--- config.mk ---
export PLATFORM = sky130hd
export DESIGN_NAME = dpb_port_ctl
export DESIGN_NICKNAME = d
export VERILOG_FILES = /design/src/rtl/dpb_pkg.sv /design/src/rtl/dpb_cnt_if.sv /design/src/rtl/dpb_port_ctl.sv /design/src/rtl/dpb_timer.sv
export SDC_FILE = /design/constraint.sdc
export NUM_CORES = 1
export LEC_CHECK = 0
export BUFFER_PORTS_ARGS = -buffer_cell sky130_fd_sc_hd__buf_2
export CORE_ASPECT_RATIO = 1.1
export CORE_MARGIN = 5
export CORE_UTILIZATION = 35
export DETAILED_ROUTE_END_ITERATION = 7
export PLACE_DENSITY = 0.56
export SYNTH_ARGS = -nofsm -noshare
export SYNTH_HDL_FRONTEND = slang
export SYNTH_HIERARCHICAL = 1
export SYNTH_SLANG_ARGS = --single-unit
--- constraint.sdc ---
create_clock -name CLOCK_I -period 2.3 [get_ports CLOCK_I]
set_input_delay 0 -clock CLOCK_I [delete_from_list [all_inputs] [get_ports CLOCK_I]]
set_output_delay 0 -clock CLOCK_I [all_outputs]
set_load 0.1 [all_outputs]
--- src/rtl/dpb_pkg.sv ---
// Constants and types for the dual-port memory port controller (host side).
// Assumes one 200 MHz clock and pins sampled synchronously to it.
// Contract
// - Host keeps strobe or select high whenever address lines change.
// - Array needs select low, semaphore high; semaphore the reverse; held whole write.
// - Host never drives data while the memory drives its pins.
// - With output enable low, host stretches write pulse for driver turn-off.
// - Host keeps select high through semaphore write and read-back.
// - Slave busy input low before strobe blocks the write until busy high.
// - After busy releases, losing port holds strobe for the write-hold time.
// - Master/slave pin sets busy direction; slave busy inputs inhibit writes.
package dpb_pkg;
  localparam int CLK_PERIOD_NS = 5;
  // Timing figures in ns, and derived cycle counts (least times round up)
  localparam int T_WP_NS = 12;
  localparam int T_WZ_NS = 10;
  localparam int T_DW_NS = 10;
  localparam int T_WH_NS = 12;
  localparam int T_BDD_NS = 18;
  localparam int T_SWRD_NS = 5;
  localparam int T_AS_NS = 0;
  localparam int T_WR_NS = 0;
  localparam int T_AA_NS = 15;
  function automatic int cyc_up(input int ns);
    return (ns + CLK_PERIOD_NS - 1) / CLK_PERIOD_NS < 1 ? 1 : (ns + CLK_PERIOD_NS - 1) / CLK_PERIOD_NS;
  endfunction
  localparam int WP_CYC = cyc_up(T_WP_NS);
  localparam int WP_OE_CYC = cyc_up(T_WZ_NS + T_DW_NS > T_WP_NS ? T_WZ_NS + T_DW_NS : T_WP_NS);
  localparam int WH_CYC = cyc_up(T_WH_NS);
  localparam int BDD_CYC = cyc_up(T_BDD_NS);
  localparam int SWRD_CYC = cyc_up(T_SWRD_NS);
  localparam int AS_CYC = cyc_up(T_AS_NS);
  localparam int WR_CYC = cyc_up(T_WR_NS);
  localparam int RD_CYC = cyc_up(T_AA_NS);
  localparam int CNT_W = 4;
  localparam int ADDR_W = 14;
  localparam int DATA_W = 8;
  localparam logic [DATA_W-1:0] SEM_FREE = 8'h01;
  typedef enum logic [6:0] {
    DPB_IDLE  = 7'h01,
    DPB_SETUP = 7'h02,
    DPB_PULSE = 7'h04,
    DPB_HOLD  = 7'h08,
    DPB_READ  = 7'h10,
    DPB_SWRD  = 7'h20,
    DPB_RECOV = 7'h40
  } dpb_state_t;
endpackage

--- src/rtl/dpb_cnt_if.sv ---
// Interface between the sequencer and its delay counter.
// Assumes one clock domain.
`timescale 1ns/1ps
interface dpb_cnt_if;
  import dpb_pkg::*;
  logic load;
  logic [CNT_W-1:0] value;
  logic done;
  modport ctl (output load, output value, input done);
  modport tmr (input load, input value, output done);
endinterface

--- src/rtl/dpb_port_ctl.sv ---
// Host controller for one port of the dual-port memory.
// Drives select, semaphore select, strobe, output enable and data; samples busy.
// Assumes all pin inputs are synchronous to CLOCK_I.
`timescale 1ns/1ps
module dpb_port_ctl
  import dpb_pkg::*;
#(
  parameter int AW = ADDR_W,
  parameter int DW = DATA_W
) (
  input wire logic CLOCK_I,
  input wire logic RST_I,
  input wire logic REQ_I,
  input wire logic REQ_WRITE_I,
  input wire logic REQ_SEM_I,
  input wire logic REQ_OE_LOW_I,
  input wire logic [AW-1:0] REQ_ADDR_I,
  input wire logic [DW-1:0] REQ_WDATA_I,
  input wire logic MASTER_I,
  input wire logic BUSY_N_I,
  input wire logic [DW-1:0] DATA_I,
  output logic READY_O,
  output logic DONE_O,
  output logic [DW-1:0] RDATA_O,
  output logic SEM_GRANT_O,
  output logic CHIP_SEL_N_O,
  output logic SEMAPHORE_SELECT_N_O,
  output logic WRITE_N_O,
  output logic OUT_EN_N_O,
  output logic [AW-1:0] ADDR_O,
  output logic [DW-1:0] DATA_O,
  output logic DATA_OE_O
);
  dpb_state_t state_q;
  logic wr_q, sem_q, oe_lo_q, was_busy_q;
  dpb_cnt_if cnt();
  dpb_timer u_tmr (.clk_i(CLOCK_I), .rst_i(RST_I), .cnt(cnt.tmr));

  function automatic logic [CNT_W-1:0] cyc(input int n);
    return CNT_W'(n - 1);
  endfunction

  // Busy seen while strobe is low: the write is not complete until release
  wire busy_low = !BUSY_N_I;

  always_ff @(posedge CLOCK_I or posedge RST_I) begin
    if (RST_I) begin
      state_q <= DPB_IDLE;
      wr_q <= 1'b0;
      sem_q <= 1'b0;
      oe_lo_q <= 1'b0;
      was_busy_q <= 1'b0;
    end else begin
      unique case (state_q)
        DPB_IDLE: begin
          if (REQ_I) begin
            wr_q <= REQ_WRITE_I;
            sem_q <= REQ_SEM_I;
            oe_lo_q <= REQ_OE_LOW_I && REQ_WRITE_I;
            was_busy_q <= 1'b0;
            state_q <= DPB_SETUP;
          end
        end
        DPB_SETUP: begin
          if (cnt.done) begin
            state_q <= wr_q ? DPB_PULSE : DPB_READ;
          end
        end
        DPB_PULSE: begin
          if (busy_low) begin
            was_busy_q <= 1'b1;
          end
          if (cnt.done && !busy_low) begin
            state_q <= was_busy_q ? DPB_HOLD : (sem_q ? DPB_SWRD : DPB_RECOV);
          end
        end
        DPB_HOLD: begin
          if (cnt.done) begin
            state_q <= sem_q ? DPB_SWRD : DPB_RECOV;
          end
        end
        DPB_SWRD: begin
          if (cnt.done) begin
            state_q <= DPB_READ;
          end
        end
        DPB_READ: begin
          if (busy_low) begin
            was_busy_q <= 1'b1;
          end
          if (cnt.done && !busy_low) begin
            state_q <= DPB_RECOV;
          end
        end
        DPB_RECOV: begin
          if (cnt.done) begin
            state_q <= DPB_IDLE;
          end
        end
      endcase
    end
  end

  // Phase timer loads
  always_comb begin
    cnt.load = 1'b0;
    cnt.value = '0;
    unique case (state_q)
      DPB_IDLE: begin
        cnt.load = REQ_I;
        cnt.value = cyc(AS_CYC);
      end
      DPB_SETUP: begin
        cnt.load = cnt.done;
        cnt.value = wr_q ? (oe_lo_q ? cyc(WP_OE_CYC) : cyc(WP_CYC)) : cyc(RD_CYC);
      end
      DPB_PULSE: begin
        cnt.load = cnt.done && !busy_low;
        cnt.value = was_busy_q ? cyc(WH_CYC) : (sem_q ? cyc(SWRD_CYC) : cyc(WR_CYC));
      end
      DPB_HOLD: begin
        cnt.load = cnt.done;
        cnt.value = sem_q ? cyc(SWRD_CYC) : cyc(WR_CYC);
      end
      DPB_SWRD: begin
        cnt.load = cnt.done;
        cnt.value = cyc(RD_CYC);
      end
      DPB_READ: begin
        // Busy seen on a read: wait the data-valid delay after release
        cnt.load = busy_low;
        cnt.value = cyc(BDD_CYC);
      end
      DPB_RECOV: begin
        cnt.load = 1'b0;
        cnt.value = '0;
      end
    endcase
  end

  // Pin drive: select combination held across whole access; address only moves in idle
  always_ff @(posedge CLOCK_I or posedge RST_I) begin
    if (RST_I) begin
      CHIP_SEL_N_O <= 1'b1;
      SEMAPHORE_SELECT_N_O <= 1'b1;
      ADDR_O <= '0;
    end else if (state_q == DPB_IDLE && REQ_I) begin
      ADDR_O <= REQ_ADDR_I;
      CHIP_SEL_N_O <= REQ_SEM_I;
      SEMAPHORE_SELECT_N_O <= !REQ_SEM_I;
    end else if (state_q == DPB_RECOV && cnt.done) begin
      CHIP_SEL_N_O <= 1'b1;
      SEMAPHORE_SELECT_N_O <= 1'b1;
    end
  end

  // Strobe low only after select has settled, rising before select rises
  always_ff @(posedge CLOCK_I or posedge RST_I) begin
    if (RST_I) begin
      WRITE_N_O <= 1'b1;
      OUT_EN_N_O <= 1'b1;
      DATA_OE_O <= 1'b0;
      DATA_O <= '0;
    end else begin
      WRITE_N_O <= !((state_q == DPB_SETUP && cnt.done && wr_q) ||
                     (state_q == DPB_PULSE && !(cnt.done && !busy_low && !was_busy_q)) ||
                     (state_q == DPB_HOLD && !cnt.done));
      // Data driven only while memory outputs are off
      DATA_OE_O <= wr_q && (state_q == DPB_SETUP || state_q == DPB_PULSE || state_q == DPB_HOLD) &&
                   !(state_q == DPB_SETUP && oe_lo_q);
      OUT_EN_N_O <= !((state_q == DPB_IDLE && REQ_I && !REQ_WRITE_I) || state_q == DPB_READ ||
                      (state_q == DPB_SWRD && cnt.done) ||
                      (state_q == DPB_IDLE && REQ_I && REQ_OE_LOW_I));
      if (state_q == DPB_IDLE && REQ_I) begin
        DATA_O <= REQ_WDATA_I;
      end
    end
  end

  // Handshake outputs
  always_ff @(posedge CLOCK_I or posedge RST_I) begin
    if (RST_I) begin
      READY_O <= 1'b1;
      DONE_O <= 1'b0;
      RDATA_O <= '0;
      SEM_GRANT_O <= 1'b0;
    end else begin
      READY_O <= (state_q == DPB_IDLE && !REQ_I) || (state_q == DPB_RECOV && cnt.done);
      DONE_O <= state_q == DPB_RECOV && cnt.done;
      if (state_q == DPB_READ && cnt.done && !busy_low) begin
        RDATA_O <= DATA_I;
        if (sem_q) begin
          SEM_GRANT_O <= !DATA_I[0];
        end
      end
    end
  end

  // Slave busy is an input; in master mode it is the device's own flag, same handling
  wire unused_mode = MASTER_I;
endmodule

--- src/rtl/dpb_timer.sv ---
// Down counter that times each phase of a port cycle.
// Load may stay high for several cycles (busy on a read); the counter reloads on each.
`timescale 1ns/1ps
module dpb_timer
  import dpb_pkg::*;
(
  input wire logic clk_i,
  input wire logic rst_i,
  dpb_cnt_if.tmr cnt
);
  logic [CNT_W-1:0] cnt_q;
  always_ff @(posedge clk_i or posedge rst_i) begin
    if (rst_i) begin
      cnt_q <= '0;
    end else if (cnt.load) begin
      cnt_q <= cnt.value;
    end else if (cnt_q != '0) begin
      cnt_q <= cnt_q - 4'h1;
    end
  end
  // Done must not depend on load: the sequencer derives load from done
  assign cnt.done = (cnt_q == '0);
endmodule

==> summary.txt, run 1 <==
Startpoint types -> flop
Post-synthesis mux area share -> 0.0724
Placed Instances -> 414
Via/cell ratio -> 4.66
Final HPWL DP -> 4260 microns
Compound-Gate Fraction of Synth Area -> 0.0749
Die Wd -> 89.9 microns
Seq/Total Area, Yosys -> 0.543
Commonest non-fill, non-tap cells in the layout -> 79 x nand2_1, 74 x buf_2, 45 x dfrtp_1
Layout cells sized above 1 -> 0.347
Initial DRC count -> 110
R2r startpoint -> state_q[6]$_DFFE_PP0P_
H-tree depth -> 2
Hold Vio Cnt, Final -> 0
PD cells -> 787 mW/mm^2
Final setup fails -> 0
Worst hold stages -> 4
Clk buf depth -> 2
Syn avg cell area -> 9.86 sq um
Gpl congestion -> 0.896
Leakage -> 0.00189 uW
Ys Warns -> 6
Synth cell types -> 45
CP Capture Type -> flop
Final cell utilization of the core -> 0.500
Achievable Freq -> 0.450 GHz
Critical path startpoint -> state_q[6]$_DFFE_PP0P_
Fin cells -> 457
Core Rows -> 32
Wire per inst -> 13.3 microns
Largest net degree at the start of global routing -> 50
GRT Overall Usage -> 0.143
Antenna Nets Post-Route -> 0
Final-layout fill cell count -> 643
Slew Viols, Final -> 0
Worst Hold Slack -> 0.0717 ns
First-pass GRT wire length -> 10400 microns
DRT Wirelength -> 6100 microns
Clock-pin slew on the worst setup and hold paths -> 0.10 ns
Area delta synth->final -> 41.2%
Worst vdd ir -> 0.469 mV
Worst slew pin tran -> 0.626 ns
Worst EP arrival -> 2.42 ns
Vias -> 2128
Die area -> 0.00879 sq mm
CTS buffer count -> 5
Xor and xnor fraction of the mapped netlist area -> 0.0178
Yosys reg bits -> 53
Initial Utilization -> 0.354
CP Class -> flop to flop
Clk_skew -> 0.00627 ns
Synth Area in Adders -> 0.00510
Simple-Gate Fraction of Synth Area -> 0.252
CP required -> 2.50 ns
Worst rel slew slack -> 0.583
Tcrit/Tclk final -> 0.966
Main combinational cell family by area after synthesis -> simple AND/OR/NAND/NOR gates
Antenna violations before repair -> 0
Die Height -> 97.8 microns
Post-synthesis cell area -> 0.00245 sq mm
Later-pin clock latency in the skew report -> 0.30 ns
Root buffer cell -> clkbuf_8
CTS tree -> done
Remaining Overflow, GRT -> 0
# port buffers -> 74
CTS sink cnt -> 53
Number of I/O pins -> 76
Worst Setup EP -> u_tmr/cnt_q[3]$_DFFE_PP0P_
Post-synth EDFFs -> 0
Worst r2r dst -> u_tmr/cnt_q[3]$_DFFE_PP0P_
DRC violations left -> 0
Crit-path max FO -> 6
Max Cap Viol -> 0
Setup slack, reg-to-reg -> 0.08 ns
Mapped Cells -> 249
ANT cells -> 0
Drt first pass iters -> 4
Commonest non-fill, non-tap cell in the layout -> nand2_1
Final Net Count -> 410
Main synth FF type -> dfrtp_1
Vias in the first global route -> 2155
FF-to-FF path depth -> 7
Status -> completed
Share of flip-flops with an asynchronous set or reset -> 1.00
Tmin final -> 2.22 ns
Worst min path class -> primary input to flop
Core box area -> 0.00693 sq mm
## cells in the mapped netlist (2+ instances only)
master | instances | area share
nand2_1 | 79 | 0.12
and2_1 | 3 | 0.0076
clkbuf_1 | 4 | 0.0061
mux2_1 | 4 | 0.018
a21oi_1 | 6 | 0.012
dfstp_2 | 6 | 0.064
nand3_1 | 3 | 0.0061
nor2_1 | 7 | 0.011
nand3b_1 | 3 | 0.0092
buf_2 | 5 | 0.010
and3_1 | 3 | 0.0076
xnor2_1 | 4 | 0.014
nor3_1 | 8 | 0.016
o31a_1 | 2 | 0.0071
mux2_2 | 10 | 0.046
nor3b_1 | 2 | 0.0061
or3_4 | 2 | 0.0092
dfrtp_1 | 47 | 0.48
nor2b_1 | 4 | 0.010
o22ai_1 | 2 | 0.0051
nor3_2 | 2 | 0.0082
o21ai_0 | 9 | 0.018
mux2i_1 | 2 | 0.0082
inv_1 | 11 | 0.017
## state kept, by name (all words and copies together) (netlist names), 4 cells and up
register and cells:
u_tmr/cnt_q 4, state_q 7, ADDR_O 14, RDATA_O 8, DATA_O 8
## stage by stage
step	setup TNS [ns]	cell area, sq um	setup slack, ns	total power, uW
2_1_floorplan	0	2460	0.0678	1860
3_3_place_gp	0	3010	0.0920	2120
3_5_place_dp	0	3010	0.0538	2140
4_1_cts	0	3450	0.0475	2740
5_1_grt	-0.00484	3470	-0.00484	2910
6_report	0	3470	0.0776	2730
## how the worst min path moves through the flow
stage	from	endpoint	slack, ns
floorplan	RST_I	u_tmr/cnt_q[0]$_DFFE_PP0P_	-0.23
global placement	RST_I	u_tmr/cnt_q[2]$_DFFE_PP0P_	-0.09
detailed placement	RST_I	u_tmr/cnt_q[2]$_DFFE_PP0P_	-0.09
CTS	BUSY_N_I	was_busy_q$_DFFE_PP0P_	0.07
global route	BUSY_N_I	was_busy_q$_DFFE_PP0P_	0.1
finish	BUSY_N_I	was_busy_q$_DFFE_PP0P_	0.07
## what timing repair did
item,4_1_cts,5_1_grt
setup endpoints to repair,0,3
endpoints found under the hold margin,84,0
buffers inserted,0,1
hold buffers,34,0
gates resized for setup,0,4
## final cells by class
class | count | area [sq um] | share of cell area
timing repair buffer | 123 | 836 | 0.241
tap | 85 | 106 | 0.0307
clock inverter | 2 | 13.8 | 0.00397
multi-input combinational | 177 | 1050 | 0.303
clock buffer | 6 | 82.6 | 0.0238
sequential | 53 | 1340 | 0.386
inverter | 11 | 41.3 | 0.0119
## metal layers
layer	global-route usage	part of all wire	vias to the layer above
li1	-	-	1067
met1	0.183	0.44	1006
met2	0.238	0.49	51
met3	0.0416	0.063	4
met4	0.0401	0.0075	0
met5	0	0	-
## critical path, cell delays in order, from the launching register on
cell	delay, ns
dfrtp_2	0.45
or3_4	0.35
or3_4	0.36
nor3b_4	0.24
a211o_1	0.15
mux2_2	0.21
nor3_1	0.06
a221o_1	0.31
## where the power goes
part,internal [uW],switching [uW],leakage (uW)
Clock,245,305,0.0000512
Combinational,498,590,0.00115
Sequential,1020,66.4,0.000685
## kinds of logic (layout without fill, tap and decap cells)
group	after synthesis	in the layout
flops	53	53
mux	16	16
other cells	1	2
xor+xnor	5	5
fa+ha+maj	1	1
compound gates	27	27
simple gates	126	126
buf+inv	20	142
(Power assumes the default switching activity.)
==> run 2: changes to the inputs <==
--- a/config.mk
+++ b/config.mk
@@ -5,7 +5,7 @@
 export SDC_FILE = /design/constraint.sdc
 export NUM_CORES = 1
 export LEC_CHECK = 0
-export BUFFER_PORTS_ARGS = -buffer_cell sky130_fd_sc_hd__buf_2
+export BUFFER_PORTS_ARGS = -buffer_cell sky130_fd_sc_hd__clkbuf_2
 export CORE_ASPECT_RATIO = 1.1
 export CORE_MARGIN = 5
 export CORE_UTILIZATION = 35
==> constraint.sdc (replaced) <==
create_clock -name CLOCK_I -period 2.3 [get_ports CLOCK_I]
set_input_delay 0.46 -clock CLOCK_I [delete_from_list [all_inputs] [get_ports CLOCK_I]]
set_output_delay 0.46 -clock CLOCK_I [all_outputs]
set_load 0.1 [all_outputs]
==> run 2 against run 1 <==
Critical path type unchanged. Non-clock buffer count fell by 32. Largest power group unchanged. Core utilization fell by 4.6 points. Clock power fell by 4.6%.
==> summary.txt, run 2 (synthesis gave the netlist of run 1 again) <==
Initial Utilization -> 0.354
Multi-input logic area -> 0.00105 sq mm
Drt first pass iters -> 4
Startpoint types -> flop
Placed Instances -> 417
# port buffers -> 74
DRC violations left -> 0
Number of I/O pins -> 76
Worst EP arrival -> 2.38 ns
CTS sink cnt -> 53
Die area -> 0.00879 sq mm
Largest net degree at the start of global routing -> 31
FF-to-FF path depth -> 7
Worst Setup EP -> u_tmr/cnt_q[3]$_DFFE_PP0P_
Design Area, Final -> 0.00314 sq mm
DRT Wirelength -> 5550 microns
Achievable Freq -> 0.458 GHz
Core Rows -> 32
Final HPWL DP -> 4280 microns
Commonest non-fill, non-tap cells in the layout -> 79 x nand2_1, 74 x clkbuf_2, 47 x dfrtp_1
Antenna Nets Post-Route -> 0
Final-layout fill cell count -> 716
Leakage -> 0.00174 uW
Via/cell ratio -> 4.71
GRT Overall Usage -> 0.132
Tcrit/Tclk final -> 0.948
Unrepaired setup endpoints after global routing -> false
Worst rel slew slack -> 0.632
Later-pin clock latency in the skew report -> 0.30 ns
Final Net Count -> 378
Reg with most FFs -> ADDR_O
Largest register FFs -> 14
CP required -> 2.50 ns
CP Capture Type -> flop
Clk_skew -> 0.00472 ns
Clock-pin slew on the worst setup and hold paths -> 0.10 ns
Wire per inst -> 13.1 microns
Fin cells -> 425
Area delta synth->final -> 28.1%
Worst slew pin tran -> 0.554 ns
Clk buf depth -> 2
Root buffer cell -> clkbuf_8
Hold Vio Cnt, Final -> 0
H-tree depth -> 2
PD cells -> 853 mW/mm^2
Layout cells sized above 1 -> 0.376
FF/Latch Area -> 0.00133 sq mm
CTS tree -> done
Initial DRC count -> 79
First-pass GRT wire length -> 9690 microns
Worst vdd ir -> 0.384 mV
Max Cap Viol -> 0
Critical path startpoint -> state_q[6]$_DFFE_PP0P_
Vias -> 2001
Worst r2r dst -> u_tmr/cnt_q[3]$_DFFE_PP0P_
Crit-path max FO -> 6
R2r startpoint -> state_q[6]$_DFFE_PP0P_
Core box area -> 0.00693 sq mm
Total negative setup slack -> 0 ns
Die Height -> 97.8 microns
ANT cells -> 0
Slew Viols, Final -> 0
Worst min path class -> primary input to async pin
CTS buffer count -> 5
Final cell utilization of the core -> 0.454
Biggest regs -> ADDR_O: 14 flops, DATA_O: 8 flops, RDATA_O: 8 flops
Commonest non-fill, non-tap cell in the layout -> nand2_1
Remaining Overflow, GRT -> 0
Gpl congestion -> 0.823
Status -> completed
Antenna violations before repair -> 0
Setup slack, reg-to-reg -> 0.12 ns
CP Class -> flop to flop
Final setup fails -> 0
Placed cell area -> 0.00305 sq mm
Tmin final -> 2.18 ns
Vias in the first global route -> 2120
CTS hold repair buffers -> 0
Die Wd -> 89.9 microns
[run 2: metrics by stage]
step	hold WS (ns)	power (uW)	worst slack [ns]
6_report	0.0266	2680	0.119
5_1_grt	0.0407	2870	0.0262
4_1_cts	0.0210	2690	0.0502
3_5_place_dp	0.362	2150	0.0722
3_3_place_gp	0.357	2140	0.0861
2_1_floorplan	0.226	1860	0.0678
[run 2: repair_timing]
action                     in CTS  in global routing
resized for setup               0                  3
setup endpoints to repair       0                  2
buffers inserted                0                  0
[run 2: area by class of cell]
class                   instances  area share
multi-input cells             177       0.335
clock buffers                   6      0.0231
repair buffers                 91       0.166
inverters                      11      0.0131
well taps                      85      0.0338
clock inverters                 2     0.00438
flip-flops and latches         53       0.424
[run 2: critical path, cell delays in order (launching register included)]
cell and delay, ns:
dfrtp_1 0.43, or3_4 0.36, or3_4 0.36, nor3b_4 0.22, a211o_1 0.16, mux2_4 0.18
nor3_1 0.05, a221o_1 0.31
[run 2: how the worst min path moves through the flow]
stage / slack (ns) / end
final: 0.03 / u_tmr/cnt_q[2]$_DFFE_PP0P_
after global routing: 0.04 / u_tmr/cnt_q[2]$_DFFE_PP0P_
after CTS: 0.02 / u_tmr/cnt_q[2]$_DFFE_PP0P_
after detailed placement: 0.36 / u_tmr/cnt_q[2]$_DFFE_PP0P_
after global placement: 0.36 / u_tmr/cnt_q[2]$_DFFE_PP0P_
after floorplan: 0.23 / u_tmr/cnt_q[0]$_DFFE_PP0P_
[run 2: routing by layer]
metal  share of wire  vias to the layer above  global-route usage
li1                -                      997                   -
met1            0.45                      945               0.166
met2            0.47                       53               0.216
met3           0.072                        6              0.0424
met4           0.013                        0              0.0424
met5               0                        -                   0
[run 2: report_power, final]
group	leakage (uW)	total [uW]	internal [uW]	switching, uW
registers	0.000689	1090	1020	66.0
clock network	0.0000456	524	218	307
logic	0.00101	1070	476	590
total	0.00174	2680	1720	963
